## config.mk

```make
export PLATFORM = sky130hd
export DESIGN_NAME = cfg_guard
export DESIGN_NICKNAME = d
export VERILOG_FILES = /design/src/cfg_pkg.sv /design/src/cfg_guard.sv /design/src/cfg_miss_cnt.sv
export SDC_FILE = /design/constraint.sdc
export NUM_CORES = 1
export LEC_CHECK = 0
export BUFFER_PORTS_ARGS = -buffer_cell sky130_fd_sc_hd__buf_2
export CAP_MARGIN = 20
export CORE_ASPECT_RATIO = 0.75
export CORE_UTILIZATION = 50
export DETAILED_ROUTE_END_ITERATION = 7
export HOLD_SLACK_MARGIN = 0.02
export PLACE_DENSITY = 0.65
export SYNTH_ARGS = -nofsm -noshare
export SYNTH_HDL_FRONTEND = slang
export SYNTH_HIERARCHICAL = 1
export SYNTH_SLANG_ARGS = --single-unit
export TNS_END_PERCENT = 50
```

## constraint.sdc

```tcl
create_clock -name clk_sys -period 6.04 [get_ports clk_sys]
set_input_delay 0.302 -clock clk_sys [delete_from_list [all_inputs] [get_ports clk_sys]]
set_output_delay 0.302 -clock clk_sys [all_outputs]
set_load 0.01 [all_outputs]
```

## src/cfg_pkg.sv

```systemverilog
package cfg_pkg;
  // ==========================================================================
  // Timing
  // ==========================================================================
  localparam int unsigned CLK_HZ          = 40_000_000;
  localparam int unsigned BIT_RATE_MAX    = 1_000_000;   // Bits per second
  localparam int unsigned TX_DOM_TO_US    = 700;         // Nominal, 525..875 window
  localparam int unsigned TX_DOM_MIN_US   = 525;
  localparam int unsigned TX_DOM_MAX_US   = 875;
  localparam int unsigned BUS_DOM_TO_US   = 700;
  // Cycle counts derived from the clock rate
  localparam int unsigned TX_DOM_TO_CYC   = TX_DOM_TO_US * (CLK_HZ / 1_000_000);
  localparam int unsigned BUS_DOM_TO_CYC  = BUS_DOM_TO_US * (CLK_HZ / 1_000_000);
  // Least bit time in cycles, rounded down
  localparam int unsigned BIT_CYC_MIN     = CLK_HZ / BIT_RATE_MAX;
  // Mismatch events that trip a detector
  localparam int unsigned MISS_LIMIT      = 4;
  // Echo must follow within this many cycles of a dominant edge
  localparam int unsigned ECHO_WAIT_CYC   = 16;
  // ==========================================================================
  // Bus levels
  // ==========================================================================
  localparam logic LVL_DOM = 1'b0;
  localparam logic LVL_REC = 1'b1;
endpackage

```

## src/cfg_guard.sv

```systemverilog
`timescale 1ns/1ps
`default_nettype none
// Notes on behaviour
// - Low is dominant, high is recessive
// - Bus recessive until reset pin released
// - Path carries bit rates to 1 Mbit/s
// - Any detector sets shared error flag
// - Disable bit suppresses all four detectors
// - Long dominant transmit latches transmitter off
// - Four unfollowed dominant edges latch off
// - Long dominant bus flags, transmitter stays
// - Four echo misses latch transmitter off
// - Transmit time-out nominally 700 us
// - Bus dominant time-out nominally 700 us
module cfg_guard
  import cfg_pkg::*;
#(
  parameter int unsigned TX_TO_CYC  = TX_DOM_TO_CYC,
  parameter int unsigned BUS_TO_CYC = BUS_DOM_TO_CYC
) (
  // Clock and reset
  input  wire logic clk_sys,
  input  wire logic rst_n,
  // Controller side
  input  wire logic can_tx,
  output logic      can_rx,
  // Analog front end
  input  wire logic bus_rx,
  input  wire logic rx_echo,
  output logic      bus_drive_n,
  // Chip reset pin condition met
  input  wire logic rst_pin_ok,
  // Control bits from the serial control channel
  input  wire logic fault_guard_off,
  input  wire logic status_clear,
  // Status toward the serial control channel
  output logic      can_error,
  output logic      err_tx_timeout,
  output logic      err_bus_rec,
  output logic      err_bus_dom,
  output logic      err_rx_rec,
  output logic      tx_off
);
  localparam int TW = $clog2(TX_TO_CYC + 2);
  localparam int BW = $clog2(BUS_TO_CYC + 2);

  logic          can_tx_d_ff;
  logic [TW-1:0] tx_cnt_ff;
  logic [BW-1:0] bus_cnt_ff;
  logic          trip_bus;
  logic          trip_echo;
  logic          tx_fall;
  logic          guard_on;
  logic          tx_long;
  logic          bus_long;

  assign guard_on = !fault_guard_off;
  assign tx_fall  = (can_tx_d_ff == LVL_REC) && (can_tx == LVL_DOM);

  // Time-out conditions; the counters saturate one past the limit, so these
  // stay high while the line stays dominant and no clear or disable restarts the count
  assign tx_long  = (tx_cnt_ff > TW'(TX_TO_CYC));
  assign bus_long = (bus_cnt_ff > BW'(BUS_TO_CYC));

  // ==========================================================================
  // Edge history of the transmit input
  // ==========================================================================
  always_ff @(posedge clk_sys or negedge rst_n) begin
    if (!rst_n) begin
      can_tx_d_ff <= LVL_REC;
    end else begin
      can_tx_d_ff <= can_tx;
    end
  end

  // ==========================================================================
  // Transmitter drive, one register stage; one bit time is 40 cycles so
  // a single cycle of latency is harmless even at the top rate
  // ==========================================================================
  // gated dominant drive
  always_ff @(posedge clk_sys or negedge rst_n) begin
    if (!rst_n) begin
      bus_drive_n <= LVL_REC;
    end else if (!rst_pin_ok || tx_off) begin
      bus_drive_n <= LVL_REC;
    end else begin
      bus_drive_n <= can_tx;
    end
  end

  // Receive path from the bus comparator, one register stage
  always_ff @(posedge clk_sys or negedge rst_n) begin
    if (!rst_n) begin
      can_rx <= LVL_REC;
    end else begin
      can_rx <= bus_rx;
    end
  end

  // ==========================================================================
  // Dominant time counters, saturate one past the limit
  // ==========================================================================
  // A clear restarts both counters; a line still dominant past the limit in
  // the clear cycle keeps its latch set, as a real fault must
  // transmit dominant timer
  always_ff @(posedge clk_sys or negedge rst_n) begin
    if (!rst_n) begin
      tx_cnt_ff <= '0;
    end else if (can_tx == LVL_REC || !guard_on || status_clear) begin
      tx_cnt_ff <= '0;
    end else if (tx_cnt_ff <= TW'(TX_TO_CYC)) begin
      tx_cnt_ff <= tx_cnt_ff + 1'b1;
    end
  end

  always_ff @(posedge clk_sys or negedge rst_n) begin
    if (!rst_n) begin
      bus_cnt_ff <= '0;
    end else if (bus_rx == LVL_REC || !guard_on || status_clear) begin
      bus_cnt_ff <= '0;
    end else if (bus_cnt_ff <= BW'(BUS_TO_CYC)) begin
      bus_cnt_ff <= bus_cnt_ff + 1'b1;
    end
  end

  // ==========================================================================
  // Follow checkers for the bus and the internal echo
  // ==========================================================================
  // Arming waits for the pin condition and a running driver: with the
  // driver held recessive the bus cannot follow, so misses would be false
  // bus follow check
  cfg_miss_cnt u_bus_miss (
    .clk_sys (clk_sys),
    .rst_n   (rst_n),
    .enable  (guard_on),
    .clear   (status_clear),
    .tx_fall (tx_fall && rst_pin_ok && !tx_off),
    .watched (bus_rx),
    .trip    (trip_bus)
  );

  cfg_miss_cnt u_echo_miss (
    .clk_sys (clk_sys),
    .rst_n   (rst_n),
    .enable  (guard_on),
    .clear   (status_clear),
    .tx_fall (tx_fall && rst_pin_ok && !tx_off),
    .watched (rx_echo),
    .trip    (trip_echo)
  );

  // ==========================================================================
  // Latched status; a new fault in the clear cycle wins over the clear
  // ==========================================================================
  // transmit time-out latch
  always_ff @(posedge clk_sys or negedge rst_n) begin
    if (!rst_n) begin
      err_tx_timeout <= 1'b0;
    end else if (guard_on && tx_long) begin
      err_tx_timeout <= 1'b1;
    end else if (status_clear) begin
      err_tx_timeout <= 1'b0;
    end
  end

  always_ff @(posedge clk_sys or negedge rst_n) begin
    if (!rst_n) begin
      err_bus_rec <= 1'b0;
    end else if (guard_on && trip_bus) begin
      err_bus_rec <= 1'b1;
    end else if (status_clear) begin
      err_bus_rec <= 1'b0;
    end
  end

  always_ff @(posedge clk_sys or negedge rst_n) begin
    if (!rst_n) begin
      err_bus_dom <= 1'b0;
    end else if (guard_on && bus_long) begin
      err_bus_dom <= 1'b1;
    end else if (status_clear) begin
      err_bus_dom <= 1'b0;
    end
  end

  always_ff @(posedge clk_sys or negedge rst_n) begin
    if (!rst_n) begin
      err_rx_rec <= 1'b0;
    end else if (guard_on && trip_echo) begin
      err_rx_rec <= 1'b1;
    end else if (status_clear) begin
      err_rx_rec <= 1'b0;
    end
  end

  // ==========================================================================
  // Shared flag and transmitter shutdown, one cycle behind the latches
  // ==========================================================================
  // shared error flag
  always_ff @(posedge clk_sys or negedge rst_n) begin
    if (!rst_n) begin
      can_error <= 1'b0;
    end else begin
      can_error <= err_tx_timeout | err_bus_rec | err_bus_dom | err_rx_rec;
    end
  end

  always_ff @(posedge clk_sys or negedge rst_n) begin
    if (!rst_n) begin
      tx_off <= 1'b0;
    end else begin
      tx_off <= err_tx_timeout | err_bus_rec | err_rx_rec;
    end
  end
endmodule // cfg_guard
`default_nettype wire

```

## src/cfg_miss_cnt.sv

```systemverilog
`timescale 1ns/1ps
`default_nettype none
// ============================================================================
// Follow checker: counts dominant edges the watched line fails to follow
// ============================================================================
module cfg_miss_cnt
  import cfg_pkg::*;
#(
  parameter int unsigned WAIT_CYC = ECHO_WAIT_CYC,
  parameter int unsigned LIMIT    = MISS_LIMIT
) (
  // Clock and reset
  input  wire logic clk_sys,
  input  wire logic rst_n,
  // Control
  input  wire logic enable,
  input  wire logic clear,
  // Observed lines
  input  wire logic tx_fall,
  input  wire logic watched,
  // Result
  output logic      trip
);
  localparam int W = $clog2(WAIT_CYC + 1);
  localparam int C = $clog2(LIMIT + 1);
  logic [W-1:0] win_ff;
  logic [C-1:0] cnt_ff;
  logic         armed_ff;

  // ==========================================================================
  // Window after each dominant edge
  // ==========================================================================
  always_ff @(posedge clk_sys or negedge rst_n) begin
    if (!rst_n) begin
      armed_ff <= 1'b0;
      win_ff   <= '0;
    end else if (!enable || clear) begin
      armed_ff <= 1'b0;
      win_ff   <= '0;
    end else if (tx_fall) begin
      armed_ff <= 1'b1;
      win_ff   <= W'(WAIT_CYC);
    end else if (armed_ff && (watched == LVL_DOM || win_ff == '0)) begin
      armed_ff <= 1'b0;
    end else if (armed_ff) begin
      win_ff <= win_ff - 1'b1;
    end
  end

  // ==========================================================================
  // Miss counter, saturates at the limit
  // ==========================================================================
  // counter returns zero
  always_ff @(posedge clk_sys or negedge rst_n) begin
    if (!rst_n) begin
      cnt_ff <= '0;
    end else if (!enable || clear) begin
      cnt_ff <= '0;
    end else if (armed_ff && !tx_fall && watched == LVL_DOM) begin
      cnt_ff <= '0;                       // Line followed: streak broken
    end else if (armed_ff && !tx_fall && win_ff == '0 && cnt_ff != C'(LIMIT)) begin
      cnt_ff <= cnt_ff + 1'b1;
    end
  end

  // Trip is the single cycle of the miss that reaches the limit; a level here
  // would hold the status latch through every clear, since a set wins
  assign trip = armed_ff && !tx_fall && (watched != LVL_DOM) && (win_ff == '0)
                && (cnt_ff == C'(LIMIT - 1));
endmodule // cfg_miss_cnt
`default_nettype wire

```

==> flow_metrics.py <==
metrics = {
    "status": {
        "outcome": "complete, no violations",
    },
    "clock_tree": {
        "worst_case_clock_buffer_depth": 2,
        "post_cts_sizing_count": 0,
        "post-cts-setup-buffers": 0,
        "clockRootBuffer": "sky130_fd_sc_hd__clkbuf_8",
        "tritoncts": "built",
        "cts-htree-levels": 3,
        "clkSlewWorstSetupHoldPaths_ns": 0.06,
        "numCtsBuffers": 9,
        "clock-sinks": 57,
        "clkLatencyLatePin_ns": 0.34,
        "ctsHoldBuffers": 0,
    },
    "logic_synthesis": {
        "synth_cells": 337,
        "netlist.top_cell.by_area": "sky130_fd_sc_hd__dfrtp_1",
        "most_numerous_cell_in_the_yosys_netlist": "sky130_fd_sc_hd__dfrtp_1",
        "synthFlopType": "sky130_fd_sc_hd__dfrtp_1",
        "synth_top_cell_area_share_pct": 42.37,
        "ys_ff_latch": 57,
        "synth.yosys.seq_area_share_pct": 44.84,
        "avgSynthCellArea_um2": 9.464,
        "cell_area_after_technology_mapping_um2": 3189,
        "yosys-top-cells-area": "sky130_fd_sc_hd__dfrtp_1, sky130_fd_sc_hd__ha_1, sky130_fd_sc_hd__a21oi_1",
        "synth.lib_cells_used.distinct": 54,
        "syn_nets": 357,
        "synth-async-reset-ratio_pct": 100.0,
        "synth_commonest_cells": "sky130_fd_sc_hd__dfrtp_1, sky130_fd_sc_hd__nand2_1, sky130_fd_sc_hd__a21oi_1, sky130_fd_sc_hd__nor2_1, sky130_fd_sc_hd__inv_1",
        "synth_enable_flop_cells": 0,
        "synth.yosys.warnings": 6,
    },
    "sta": {
        "worst_slew_pin_slew_ns": 0.8376,
        "fmax_ghz": 0.4728,
        "finalHoldViolCount": 0,
        "final.setup_skew_ns": 0.005813,
        "relSlewSlack_pct": 43.82,
        "unrepaired_setup_endpoints_after_global_routing": "no",
        "final.min_clock_period_ns": 2.115,
        "report.final.setup_viol": 0,
        "drv_slew": 0,
        "timing.hold.ws_ns": 0.08586,
        "total_negative_slack_for_setup_checks_ns": 0,
        "timing.final.crit_share_pct": 35.02,
    },
    "layout": {
        "area_growth_pct": 10.32,
        "fin_util_pct": 58.88,
        "insertedDiodeCount": 0,
        "layout.area.seq_um2": 1430,
        "n_fill_cell": 535,
        "post_route_cells_drive_above_1_share_pct": 14.01,
        "multi_input_area_um2": 1634,
        "fin_nets": 379,
    },
    "min_path": {
        "hold_class": "input port to async pin",
    },
    "global_route": {
        "groute.usage.overall_pct": 22.45,
        "grt-ovfl-total": 0,
        "largest_net_degree_at_the_start_of_global_routing": 58,
        "first_global_vias": 2448,
        "initial_antenna_violation_count": 0,
        "grt_pass1_wl_um": 11570,
    },
    "worst_setup_path": {
        "maximum_fanout_along_the_worst_path": 9,
        "cp.arrival_ns": 2.34,
        "worst_r2r_path_depth": 5,
        "end_kind": "register",
        "crit_required_ns": 6.26,
        "ff2ff_setup_slack_ns": 3.92,
        "r2r_end": "bus_cnt_ff[8]",
        "rr_startpoint": "bus_cnt_ff[6]",
        "critical_path.startpoint_type": "register",
        "path_class": "register to register",
    },
    "detailed_routing": {
        "post-route-drc-count": 0,
        "routedWlPerCell_um": 15.11,
        "count_of_tritonroute_iterations_in_the_first_routing_pass": 4,
        "ant_nets": 0,
        "routed-via-count": 2516,
        "dr.first_iter.drc_count": 113,
        "totalWireLength_um": 6677,
        "via_density": 5.692,
    },
    "placement": {
        "placer_s_final_routability_congestion_estimate": 0.8102,
        "number_of_buffer_cells_added_on_primary_ports": 15,
        "dp.final_hpwl_um": 4543,
    },
    "floorplan": {
        "row_count": 24,
        "pin_count": 16,
        "die_w_um": 94.22,
        "chipHeight_um": 71.17,
        "die_area_um2": 6705,
        "initial_util_pct": 53.37,
        "floorplan.core_area_um2": 5976,
    },
    "power": {
        "report.power.total_w": 0.0007491,
        "power.static_leakage_nw": 1.426,
        "peakVddDrop_uv": 168.8,
        "cellPowerDensity_nw_per_um2": 212.9,
    },
    "run": {
        "max_cap_viol_count": 0,
    },
}
==> cell usage in the layout (no fill, tap or decap), drive strengths merged, types with 4 or more instances in the layout <==
master / instances
dfrtp: 54
mux2i: 6
nand2: 29
a22o: 4
or3: 12
o21ai: 12
ha: 12
nor4b: 6
nor3: 7
nand3: 12
inv: 24
xnor2: 10
or3b: 4
a211oi: 4
buf: 16
a31oi: 5
nor2b: 4
nand2b: 9
clkbuf: 13
a21oi: 27
nand4: 12
o31ai: 9
and2: 4
nor2: 27
==> worst max-delay path, stage by stage, from the launching register on <==
cell and delay [ns]:
sky130_fd_sc_hd__dfrtp_1 0.48, sky130_fd_sc_hd__a21oi_1 0.17, sky130_fd_sc_hd__o21ai_1 0.20, sky130_fd_sc_hd__a211oi_1 0.75, sky130_fd_sc_hd__a31oi_1 0.17, sky130_fd_sc_hd__a41o_1 0.23
==> worst max path at each step <==
stage | to | from | slack [ns]
final | bus_cnt_ff[8] | bus_cnt_ff[6] | 3.92
after global routing | bus_cnt_ff[8] | bus_cnt_ff[10] | 3.76
after CTS | err_rx_rec | tx_off | 3.93
after detailed placement | err_rx_rec | can_tx | 3.84
after global placement | err_bus_rec | can_tx | 3.88
after floorplan | bus_cnt_ff[13] | bus_cnt_ff[0] | 4.09
==> state kept, by name (all words and copies together) (netlist names), 3 cells and up <==
register            flops
u_bus_miss/win_ff       5
tx_cnt_ff              15
u_bus_miss/cnt_ff       3
u_echo_miss/win_ff      5
u_echo_miss/cnt_ff      3
bus_cnt_ff             15
==> cell families (layout without fill, tap and decap cells) <==
| family | count (synthesis) | count (layout) | share of synthesized area, % |
|---|---|---|---|
| flip-flops | 57 | 57 | 44.84 |
| buffers and inverters | 29 | 56 | 3.923 |
| adder cells (fa/ha/maj) | 12 | 12 | 4.708 |
| AND/OR/NAND/NOR | 144 | 144 | 25.89 |
| XOR/XNOR | 12 | 12 | 3.295 |
| multiplexers | 6 | 6 | 1.883 |
| AO/OA/AOI/OAI | 77 | 77 | 15.46 |
==> per-stage QoR <==
stage / setup WS (ns) / cells / area (um2)
finish: 3.925 / 442 / 3518
floorplan: 4.092 / 337 / 3189
global placement: 3.878 / 426 / 3334
detailed placement: 3.839 / 426 / 3334
global route: 3.757 / 442 / 3518
CTS: 3.930 / 442 / 3518
==> power by group <==
group          internal (W)  switching, W  total (W)
Clock              0.000180      0.000151   0.000332
Combinational    0.00000842     0.0000219  0.0000303
Sequential         0.000385    0.00000200   0.000387
Total              0.000574      0.000175   0.000749
==> cell type report <==
type,count,share of cell area (%)
clock buffers,13,4.801
clock inverters,3,0.4267
inverters,24,2.560
multi-input cells,251,46.44
flip-flops and latches,57,40.65
well taps,78,2.774
repair buffers,16,2.347
==> metal layers <==
layer / share of wire [%] / global-route usage (%) / vias up
met5: 0 / 0 / -
met4: 0.90 / 4.615 / 0
met3: 4.0 / 7.957 / 5
met2: 44 / 33.25 / 34
met1: 52 / 31.76 / 1204
li1: - / - / 1273
Note: power is estimated with default switching activity, not from simulation.
